File: src/design/cid_consts.vh
`ifndef CID_CONSTS_VH
`define CID_CONSTS_VH
// Operation classes
`define CID_OP_NONE 5'h00
`define CID_OP_ADD 5'h01
`define CID_OP_SUM_WITH_CARRY 5'h02
`define CID_OP_SUBTRACT_WITH_BORROW 5'h03
`define CID_OP_AND 5'h04
`define CID_OP_OR 5'h05
`define CID_OP_XOR 5'h06
`define CID_OP_RL 5'h07
`define CID_OP_RLC 5'h08
`define CID_OP_RR 5'h09
`define CID_OP_RRC 5'h0A
`define CID_OP_CLRA 5'h0B
`define CID_OP_CPLA 5'h0C
`define CID_OP_SWAP 5'h0D
`define CID_OP_MOV 5'h0E
`define CID_OP_MOVDP 5'h0F
`define CID_OP_XRD 5'h10
`define CID_OP_XWR 5'h11
`define CID_OP_CODEDP 5'h12
`define CID_OP_CODEPC 5'h13
`define CID_OP_PUSH 5'h14
`define CID_OP_POP 5'h15
`define CID_OP_XCH 5'h16
`define CID_OP_LOW_NIBBLE_TRADE 5'h17
`define CID_OP_INC 5'h18
`define CID_OP_DEC 5'h19
`define CID_OP_INCDP 5'h1A
`define CID_OP_MUL 5'h1B
`define CID_OP_DIV 5'h1C
`define CID_OP_DA 5'h1D
// Operand kinds
`define CID_SRC_NONE 3'h0
`define CID_SRC_ACC 3'h1
`define CID_SRC_BANK 3'h2
`define CID_SRC_DIR 3'h3
`define CID_SRC_IND 3'h4
`define CID_SRC_IMM 3'h5
`define CID_SRC_EXT 3'h6
`define CID_SRC_CODE 3'h7
// Reset values
`define CID_SP_RESET 8'h07
`define CID_PSW_RESET 8'h00
// Status word field positions
`define CID_PSW_BANK_HI 4
`define CID_PSW_BANK_LO 3
`define CID_PSW_PARITY 0
`endif

File: src/design/cid_bank_addr.v
`timescale 1ns/100ps
`default_nettype none
// Register bank address: bank field picks one of four 8-byte groups
module cid_bank_addr (
   input wire [1:0] bankSelect,
   input wire [2:0] regIndex,
   output wire [7:0] ramAddr
);
   // Bank 0..3 maps to 00h,08h,10h,18h base
   assign ramAddr = {3'h0, bankSelect, regIndex};
endmodule // cid_bank_addr
`default_nettype wire

File: src/design/cid_decoder.v
`timescale 1ns/100ps
`default_nettype none
`include "cid_consts.vh"
module cid_decoder (
   input wire clk,
   input wire nrst,
   input wire opValid,             // Opcode byte offered this cycle
   input wire [7:0] opcode,        // Fetched opcode byte
   input wire [7:0] accValue,      // Accumulator contents
   input wire [7:0] pswIn,         // Status word from core
   input wire pswLoad,             // Software write of status word
   input wire [7:0] spIn,          // Stack index write value
   input wire spLoad,              // Software write of stack index
   output wire opReady,            // Decoder idle, takes next opcode
   output reg decValid,            // Decode result valid, one pulse
   output reg [4:0] opClass,       // Operation class
   output reg [2:0] dstKind,       // Destination operand kind
   output reg [2:0] srcKind,       // Source operand kind
   output reg [1:0] instBytes,     // Instruction length in bytes
   output reg [2:0] instCycles,    // Machine cycles
   output reg [7:0] bankAddr,      // RAM address of bank register
   output reg stackWrite,          // Stack write at stackAddr
   output reg stackRead,           // Stack read at stackAddr
   output reg [7:0] stackAddr,     // Stack memory address
   output reg [7:0] stackIndex,    // Current stack index
   output reg [7:0] pswOut,        // Status word with parity one cycle behind accumulator
   output reg busy                 // Multi-cycle instruction in progress
);
   ////////////////////////////////////////////////////////////////
   // Decode table as function: {class,dst,src,bytes,cycles}
   // One table shared by the result registers and the stack process
   function [15:0] decodeOp;
      input [7:0] op;
      reg [4:0] c;
      reg [2:0] d;
      reg [2:0] s;
      reg [1:0] b;
      reg [2:0] n;
      reg [2:0] low;
      begin
         c = `CID_OP_NONE;
         d = `CID_SRC_NONE;
         s = `CID_SRC_NONE;
         b = 2'h1;
         n = 3'h1;
         // Low three bits give the common source group
         low = op[2:0];
         // Row of the opcode map picks the family
         case (op[7:4])
            4'h2, 4'h3, 4'h9, 4'h5, 4'h4, 4'h6: begin
               // Arithmetic and logic into accumulator families
               case (op[7:4])
                  4'h2: c = `CID_OP_ADD;
                  4'h3: c = `CID_OP_SUM_WITH_CARRY;
                  4'h9: c = `CID_OP_SUBTRACT_WITH_BORROW;
                  4'h5: c = `CID_OP_AND;
                  4'h4: c = `CID_OP_OR;
                  default: c = `CID_OP_XOR;
               endcase
               // Accumulator is the target unless a direct form says otherwise
               d = `CID_SRC_ACC;
               // Bit 3 set means a bank register operand
               if (op[3]) begin
                  s = `CID_SRC_BANK;
               end else begin
                  case (low)
                     3'h4: begin
                        s = `CID_SRC_IMM;
                        b = 2'h2;
                     end
                     3'h5: begin
                        s = `CID_SRC_DIR;
                        b = 2'h2;
                     end
                     3'h6, 3'h7: s = `CID_SRC_IND;
                     3'h2: begin
                        // Logic into direct from accumulator
                        d = `CID_SRC_DIR;
                        s = `CID_SRC_ACC;
                        b = 2'h2;
                     end
                     3'h3: begin
                        // Logic into direct from immediate
                        d = `CID_SRC_DIR;
                        s = `CID_SRC_IMM;
                        b = 2'h3;
                        n = 3'h2;
                     end
                     default: begin
                        // Branches and bit ops are outside this block
                        c = `CID_OP_NONE;
                        d = `CID_SRC_NONE;
                     end
                  endcase
                  // 2x/3x/9x have no direct-target forms
                  if ((low == 3'h2 || low == 3'h3) && (op[7:4] == 4'h2 || op[7:4] == 4'h3 || op[7:4] == 4'h9)) begin
                     c = `CID_OP_NONE;
                     d = `CID_SRC_NONE;
                     s = `CID_SRC_NONE;
                     b = 2'h1;
                     n = 3'h1;
                  end
               end
               // Rotates share the 23/33 slots
               if (op == 8'h23) begin
                  c = `CID_OP_RL;
                  d = `CID_SRC_ACC;
               end
               if (op == 8'h33) begin
                  c = `CID_OP_RLC;
                  d = `CID_SRC_ACC;
               end
               // 90 and 93 sit in the subtract row but are transfers;
               // without these the default branch (90) or the direct-target veto above (93) would drop them
               if (op == 8'h90) begin
                  // Load of the 16-bit pointer, constant in two bytes
                  c = `CID_OP_MOVDP;
                  d = `CID_SRC_NONE;
                  s = `CID_SRC_IMM;
                  b = 2'h3;
                  n = 3'h2;
               end
               if (op == 8'h93) begin
                  // Code byte at accumulator plus pointer
                  c = `CID_OP_CODEDP;
                  d = `CID_SRC_ACC;
                  s = `CID_SRC_CODE;
                  b = 2'h1;
                  n = 3'h2;
               end
            end
            4'h0, 4'h1: begin
               // Increment / decrement families
               c = op[4] ? `CID_OP_DEC : `CID_OP_INC;
               // Bit 3 set: bank register is both source and target
               if (op[3]) begin
                  d = `CID_SRC_BANK;
               end else begin
                  // Low three bits pick the operand; 5 to 7 as in the arithmetic rows, 4 is the accumulator, 3 a rotate
                  case (low)
                     3'h3: c = op[4] ? `CID_OP_RRC : `CID_OP_RR;
                     3'h4: d = `CID_SRC_ACC;
                     3'h5: begin
                        d = `CID_SRC_DIR;
                        b = 2'h2;
                     end
                     3'h6, 3'h7: d = `CID_SRC_IND;
                     default: c = `CID_OP_NONE;
                  endcase
                  if (low == 3'h3) begin
                     d = `CID_SRC_ACC;
                  end
               end
            end
            default: begin
               // Remaining single opcodes and transfer groups
               casez (op)
                  // Accumulator-only single byte operations
                  8'hE4: begin c = `CID_OP_CLRA; d = `CID_SRC_ACC; end
                  8'hF4: begin c = `CID_OP_CPLA; d = `CID_SRC_ACC; end
                  8'hC4: begin c = `CID_OP_SWAP; d = `CID_SRC_ACC; end
                  // Copy into the accumulator
                  8'hE8, 8'hE9, 8'hEA, 8'hEB, 8'hEC, 8'hED, 8'hEE, 8'hEF:
                     begin c = `CID_OP_MOV; d = `CID_SRC_ACC; s = `CID_SRC_BANK; end
                  8'hE5: begin c = `CID_OP_MOV; d = `CID_SRC_ACC; s = `CID_SRC_DIR; b = 2'h2; end
                  8'hE6, 8'hE7: begin c = `CID_OP_MOV; d = `CID_SRC_ACC; s = `CID_SRC_IND; end
                  8'h74: begin c = `CID_OP_MOV; d = `CID_SRC_ACC; s = `CID_SRC_IMM; b = 2'h2; end
                  // Copy into a bank register
                  8'b1111_1???: begin c = `CID_OP_MOV; d = `CID_SRC_BANK; s = `CID_SRC_ACC; end
                  8'b1010_1???: begin c = `CID_OP_MOV; d = `CID_SRC_BANK; s = `CID_SRC_DIR; b = 2'h2; n = 3'h2; end
                  8'b0111_1???: begin c = `CID_OP_MOV; d = `CID_SRC_BANK; s = `CID_SRC_IMM; b = 2'h2; end
                  // Copy into a direct byte; second byte is the address
                  8'hF5: begin c = `CID_OP_MOV; d = `CID_SRC_DIR; s = `CID_SRC_ACC; b = 2'h2; end
                  8'b1000_1???: begin c = `CID_OP_MOV; d = `CID_SRC_DIR; s = `CID_SRC_BANK; b = 2'h2; n = 3'h2; end
                  8'h86, 8'h87: begin c = `CID_OP_MOV; d = `CID_SRC_DIR; s = `CID_SRC_IND; b = 2'h2; n = 3'h2; end
                  8'h85: begin c = `CID_OP_MOV; d = `CID_SRC_DIR; s = `CID_SRC_DIR; b = 2'h3; n = 3'h2; end
                  8'h75: begin c = `CID_OP_MOV; d = `CID_SRC_DIR; s = `CID_SRC_IMM; b = 2'h3; n = 3'h2; end
                  // Copy into indirect RAM through the pointer register
                  8'hF6, 8'hF7: begin c = `CID_OP_MOV; d = `CID_SRC_IND; s = `CID_SRC_ACC; end
                  8'hA6, 8'hA7: begin c = `CID_OP_MOV; d = `CID_SRC_IND; s = `CID_SRC_DIR; b = 2'h2; n = 3'h2; end
                  8'h76, 8'h77: begin c = `CID_OP_MOV; d = `CID_SRC_IND; s = `CID_SRC_IMM; b = 2'h2; end
                  // External data: one byte, but a second bus cycle
                  8'hE2, 8'hE3, 8'hE0: begin c = `CID_OP_XRD; d = `CID_SRC_ACC; s = `CID_SRC_EXT; n = 3'h2; end
                  8'hF2, 8'hF3, 8'hF0: begin c = `CID_OP_XWR; d = `CID_SRC_EXT; s = `CID_SRC_ACC; n = 3'h2; end
                  // Code read relative to the program counter
                  8'h83: begin c = `CID_OP_CODEPC; d = `CID_SRC_ACC; s = `CID_SRC_CODE; n = 3'h2; end
                  // Stack moves; the index is handled in its own process
                  8'hC0: begin c = `CID_OP_PUSH; s = `CID_SRC_DIR; b = 2'h2; n = 3'h2; end
                  8'hD0: begin c = `CID_OP_POP; d = `CID_SRC_DIR; b = 2'h2; n = 3'h2; end
                  // Trades with the accumulator
                  8'b1100_1???: begin c = `CID_OP_XCH; d = `CID_SRC_ACC; s = `CID_SRC_BANK; end
                  8'hC5: begin c = `CID_OP_XCH; d = `CID_SRC_ACC; s = `CID_SRC_DIR; b = 2'h2; end
                  8'hC6, 8'hC7: begin c = `CID_OP_XCH; d = `CID_SRC_ACC; s = `CID_SRC_IND; end
                  8'hD6, 8'hD7: begin c = `CID_OP_LOW_NIBBLE_TRADE; d = `CID_SRC_ACC; s = `CID_SRC_IND; end
                  // Pointer bump, multiply, divide and decimal adjust
                  8'hA3: begin c = `CID_OP_INCDP; n = 3'h2; end
                  8'hA4: begin c = `CID_OP_MUL; d = `CID_SRC_ACC; n = 3'h4; end
                  8'h84: begin c = `CID_OP_DIV; d = `CID_SRC_ACC; n = 3'h4; end
                  8'hD4: begin c = `CID_OP_DA; d = `CID_SRC_ACC; end
                  // Branches, bit operations and anything unlisted
                  default: c = `CID_OP_NONE;
               endcase
            end
         endcase
         // Packed in the order the result registers unpack it
         decodeOp = {c, d, s, b, n};
      end
   endfunction

   ////////////////////////////////////////////////////////////////
   // Combinational decode and helpers
   wire [15:0] decWord; // Packed table result
   wire [7:0] bankRamAddr; // Bank register RAM address
   wire parityBit; // Live accumulator parity
   reg [2:0] cycleLeft; // Remaining machine cycles of current op
   reg [7:0] pswReg; // Held status word
   wire take; // Opcode accepted this cycle

   // Same binary encodings as the standard core
   assign decWord = decodeOp(opcode);
   // One opcode at a time; extra cycles hold off the next
   assign opReady = (cycleLeft == 3'h0);
   assign take = opValid && opReady;

   // Hazard: a status write and a bank opcode in one cycle use the old bank
   cid_bank_addr uBank (
      .bankSelect(pswReg[`CID_PSW_BANK_HI:`CID_PSW_BANK_LO]),
      .regIndex(opcode[2:0]),
      .ramAddr(bankRamAddr)
   );

   cid_parity uPar (
      .accValue(accValue),
      .parityBit(parityBit)
   );

   ////////////////////////////////////////////////////////////////
   // Decode result registers and cycle counter
   always @(posedge clk or negedge nrst) begin
      if (!nrst) begin
         decValid <= 1'b0;
         opClass <= `CID_OP_NONE;
         dstKind <= `CID_SRC_NONE;
         srcKind <= `CID_SRC_NONE;
         instBytes <= 2'h1;
         instCycles <= 3'h1;
         bankAddr <= 8'h00;
         cycleLeft <= 3'h0;
         busy <= 1'b0;
      end else begin
         // Decode pulse rises at the taking edge and lasts one cycle
         decValid <= take;
         // Fields hold until the next accepted opcode
         if (take) begin
            opClass <= decWord[15:11];
            dstKind <= decWord[10:8];
            srcKind <= decWord[7:5];
            instBytes <= decWord[4:3];
            instCycles <= decWord[2:0];
            bankAddr <= bankRamAddr;
            // First cycle is the decode edge itself
            cycleLeft <= decWord[2:0] - 3'h1;
            // A one-cycle op leaves the counter at zero, so ready stays up
            busy <= (decWord[2:0] != 3'h1);
         end else if (cycleLeft != 3'h0) begin
            // Count down the extra cycles; ready returns at zero
            cycleLeft <= cycleLeft - 3'h1;
            busy <= (cycleLeft != 3'h1);
         end
      end
   end

   ////////////////////////////////////////////////////////////////
   // Stack index: pre-increment on store, post-decrement on load
   always @(posedge clk or negedge nrst) begin
      if (!nrst) begin
         stackIndex <= `CID_SP_RESET;
         stackWrite <= 1'b0;
         stackRead <= 1'b0;
         stackAddr <= 8'h00;
      end else begin
         stackWrite <= 1'b0;
         stackRead <= 1'b0;
         // A stack op wins over a software index write
         if (take && decWord[15:11] == `CID_OP_PUSH) begin
            // Bump first so reset value 07h stores at 08h
            stackIndex <= stackIndex + 8'h01;
            // Index FFh wraps to 00h; there is no overflow flag
            stackAddr <= stackIndex + 8'h01;
            stackWrite <= 1'b1;
         end else if (take && decWord[15:11] == `CID_OP_POP) begin
            // Load reads at the current index, then steps down
            stackAddr <= stackIndex;
            stackIndex <= stackIndex - 8'h01;
            stackRead <= 1'b1;
         end else if (spLoad) begin
            // Software write loses to a stack op in the same cycle
            stackIndex <= spIn;
         end
      end
   end

   ////////////////////////////////////////////////////////////////
   // Status word: parity always from hardware, rest writable
   always @(posedge clk or negedge nrst) begin
      if (!nrst) begin
         pswReg <= `CID_PSW_RESET;
         pswOut <= `CID_PSW_RESET;
      end else begin
         // Stored bits follow software writes; bit 0 is never used
         if (pswLoad) begin
            pswReg <= pswIn;
         end
         // Software cannot override parity
         // Parity trails the accumulator by one cycle; the core must allow for it
         pswOut <= {(pswLoad ? pswIn[7:1] : pswReg[7:1]), parityBit};
      end
   end
endmodule // cid_decoder
`default_nettype wire

File: src/design/cid_parity.v
`timescale 1ns/100ps
`default_nettype none
// Parity over the accumulator for the status word
module cid_parity (
   input wire [7:0] accValue,
   output wire parityBit
);
   // Odd count of ones gives 1, so acc plus flag is even
   assign parityBit = ^accValue;
endmodule // cid_parity
`default_nettype wire

File: config.mk
export PLATFORM = sky130hd
export DESIGN_NAME = cid_decoder
export DESIGN_NICKNAME = d
export VERILOG_FILES = /design/src/design/cid_bank_addr.v /design/src/design/cid_decoder.v /design/src/design/cid_parity.v
export VERILOG_INCLUDE_DIRS = /design/src /design/src/design
export SDC_FILE = /design/constraint.sdc
export NUM_CORES = 1
export LEC_CHECK = 0
export BUFFER_PORTS_ARGS = -buffer_cell sky130_fd_sc_hd__buf_2
export CAP_MARGIN = 20
export CORE_AREA = 2 2 93 95
export DETAILED_ROUTE_END_ITERATION = 8
export DIE_AREA = 0 0 95 97
export PLACE_DENSITY = 0.7
export SLEW_MARGIN = 0
export SYNTH_ARGS = -nofsm -noshare
export SYNTH_HDL_FRONTEND = slang
export SYNTH_SLANG_ARGS = --single-unit
File: constraint.sdc
create_clock -name clk -period 3.2 [get_ports clk]
set_input_delay 0.16 -clock clk [delete_from_list [all_inputs] [get_ports clk]]
set_output_delay 0.16 -clock clk [all_outputs]
set_load 0.05 [all_outputs]
==> results.md <==
* Status: complete, no violations
* RSZ-0062 raised after global routing: no
* Cell count after synthesis at roughly 450
* Fillers at between 700 and 800
* Largest family of logic cells by synthesized area: simple AND/OR/NAND/NOR gates
* Register area share after synthesis at 0.374
* R2R Path Start: cycleLeft[0]$_DFFE_PN0P_
* Clk slew on worst S/H paths at 0.06 ns
* Drt via density at 5.90
* Synthesis-to-layout area growth at 19.1%
* I/O Pins at 90
* Area of the core at 0.00813 mm²
* Fin Clk Skew at 0.00859 ns
* Netlist cell types at 75
* Post-synthesis compound-gate area fraction at 0.195
* CP Launch Type: flip-flop
* Hold Violations, Final at 0
* DR WL/cell at approximately 17 µm
* EDFF count, synth at 0
* TritonCTS clock tree: done
* Post-DP Area at 0.00447 mm²
* Fin area at 0.00472 mm²
* Skew-Pair Late Insertion Delay at 0.33 ns
* Hold wc startpoint: pswIn[5]
* Required @ worst endpoint at 3.41 ns
* Die Span Y at 97 µm
* Post-route ant nets at 0
* Arrival @ worst endpoint at 2.97 ns
* Multiplexer share of the synthesized area at 0.0687
* Post-synthesis simple-gate area fraction at 0.236
* First-pass GRT wire length at around 17000 µm
* Min cycle time layout at 2.75 ns
* Detailed Routing Iterations Pass 1 at 5
* CTS root buf: clkbuf_8
* Die footprint at 0.00922 mm²
* H-tree levels at 3
* Final wirelength at 10600 µm
* CP Capture Type: flip-flop
* FF-to-FF End: stackIndex[7]$_DFFE_PN0P_
* Antenna violations before repair at 0
* Most common cell after layout, fill and taps aside: buf_2
* Worst slew pin tran at 0.659 ns
* HP Class: primary input to flip-flop
* # diodes at 0
* Total congestion overflow at 0
* Vias in the first global route at about 3.4k
* Slew headroom at 0.561
* Cell Area, Synth at 0.00397 mm²
* Async S/R FF share, synth at 1.00
* Largest net degree at the start of global routing at 32
* Number of DRC markers in iteration 0 at 346
* Row cnt at 33
* CTS buffer count at 9
* Mean Syn Cell Area at 8.78 µm²
* Drt drc at 0
* Via count at 3791
* Share of cells above drive strength 1 at 0.284
* Post-synthesis xor/xnor area fraction at 0.0375
* Most frequent cells in the layout: buf_2, dfrtp_1, nand2_1, nor2_1, a21oi_1
* Final slew viol count at 0
* Clock sink count at 59
* RePlAce Congestion at 1.02
* Hold depth at 2
* Max cap viols at 0
* Layout net count at 578
* Post-detail-place hpwl at roughly 8000 µm
* Ys flop type: dfrtp_1
* Synth Register Bits at 59
* LEAKAGE at 2.11 nW
* Worst Setup SP: cycleLeft[0]$_DFFE_PN0P_
* Crit path kind: flip-flop to flip-flop
* # setup viols final at 0
* Max VDD drop at 0.000478 V
* Setup TNS at 0 ns
* Die W at around 95 µm
* Max Buffers Root-to-Sink at 2
* Fmax at approximately 360 MHz
* All-Layer GR Usage at 0.233
* Starting density of the core at 0.488
* Power per standard cell area at 742 mW/mm²
* WHS Endpoint: pswOut[5]$_DFF_PN0_
* Post-synthesis adder-cell area fraction at 0.0221
* R2R Setup Slk at ~0.45 ns
* Worst reg2reg path depth at 10
* Fin crit share at 0.861
* Crit path max fanout at 11
* PortBufs at 85
* Syn. warnings at 0
-- power breakdown --
part	switching, W	internal [W]
Sequential	0.000129	0.000982
Clock	0.000278	0.000536
Combinational	0.00116	0.000423
-- state kept, by name, summed over array words and instances, names as in the netlist, 5 cells and up --
register and cells:
stackIndex 8, pswOut 8, pswReg 7, bankAddr 5
stackAddr 8, opClass 5
-- kinds of logic after synthesis --
logic type	Yosys count
other cells	1
mux	25
xor+xnor	17
simple gates	178
fa+ha+maj	7
compound gates	115
flops	59
buf+inv	50
-- stage by stage --
step                      utilization  worst slack (ns)  cells  hold WS [ns]  total power, W
after global placement          0.550             0.468    627         0.221         0.00268
after detailed placement        0.550             0.393    627         0.233         0.00271
after CTS                       0.581             0.431    643        0.0562         0.00354
final                           0.581             0.445    643        0.0776         0.00351
after global routing            0.581             0.248    643        0.0647         0.00370
after floorplan                     -             0.152    454        -0.136         0.00232
-- how the worst max path moves through the flow --
stage          depth (start not counted)  slack (ns)                        end
2_1_floorplan                         10        0.15  stackIndex[6]$_DFFE_PN0P_
3_3_place_gp                           9        0.47  stackIndex[4]$_DFFE_PN0P_
3_5_place_dp                           9        0.39  stackIndex[7]$_DFFE_PN0P_
4_1_cts                               10        0.43  stackIndex[7]$_DFFE_PN0P_
5_1_grt                               11        0.25  stackIndex[5]$_DFFE_PN0P_
6_report                              10        0.45  stackIndex[7]$_DFFE_PN0P_
-- Yosys cell counts (4+ instances only) --
library cell	instances	area [µm²]
buf_4	7	52.6
nor4_1	6	37.5
nand3_1	13	65.1
clkbuf_1	11	41.3
nor2_1	41	154
or3_1	7	43.8
nor3_1	11	55.1
nand2_1	51	191
ha_1	7	87.6
dfstp_2	5	131
a31oi_1	8	50.1
inv_1	11	41.3
mux2i_1	10	100
o22ai_1	4	25.0
buf_2	13	65.1
o21ai_0	25	125
mux2_2	13	146
a211oi_1	4	30.0
xnor2_1	14	123
buf_6	4	45.0
dfrtp_1	54	1350
nand4b_1	4	35.0
nand2b_1	10	62.6
o22a_1	5	43.8
a21oi_1	29	145
-- worst max-delay path: stages (launching register included) --
cell and delay, ns:
dfrtp_1 0.40, inv_1 0.10, ha_1 0.24, and2b_1 0.25, nand2_1 0.12, nor4_1 0.30
buf_4 0.17, nand4_4 0.15, nor2_4 0.27, mux2_2 0.37, o221a_1 0.25
-- per-layer routing --
| layer | global-route usage | vias to the layer above | wire length [µm] |
|---|---|---|---|
| met4 | 0.0881 | 0 | 271 |
| met5 | 0 | - | 0 |
| met3 | 0.0389 | 29 | 802 |
| met1 | 0.341 | 1778 | 4740 |
| met2 | 0.343 | 181 | 4820 |
| li1 | - | 1803 | - |
-- area by class of cell --
cell class / instances / area (µm²) / area share
clock buffer: 11 / 141 / 0.0299
clock inverter: 4 / 98.8 / 0.0209
inverter: 12 / 45.0 / 0.00953
multi-input combinational: 345 / 2230 / 0.472
sequential: 59 / 1480 / 0.314
tap: 105 / 131 / 0.0278
timing repair buffer: 107 / 593 / 0.126
-- what timing repair did --
action / 4_1_cts / 5_1_grt
hold buffers: 1 / 0
setup buffers: 0 / 0
hold endpoints to repair: 25 / 0
endpoints found under the setup margin: 0 / 0
gates resized for setup: 0 / 0
Power figures use the tool's default switching activity.
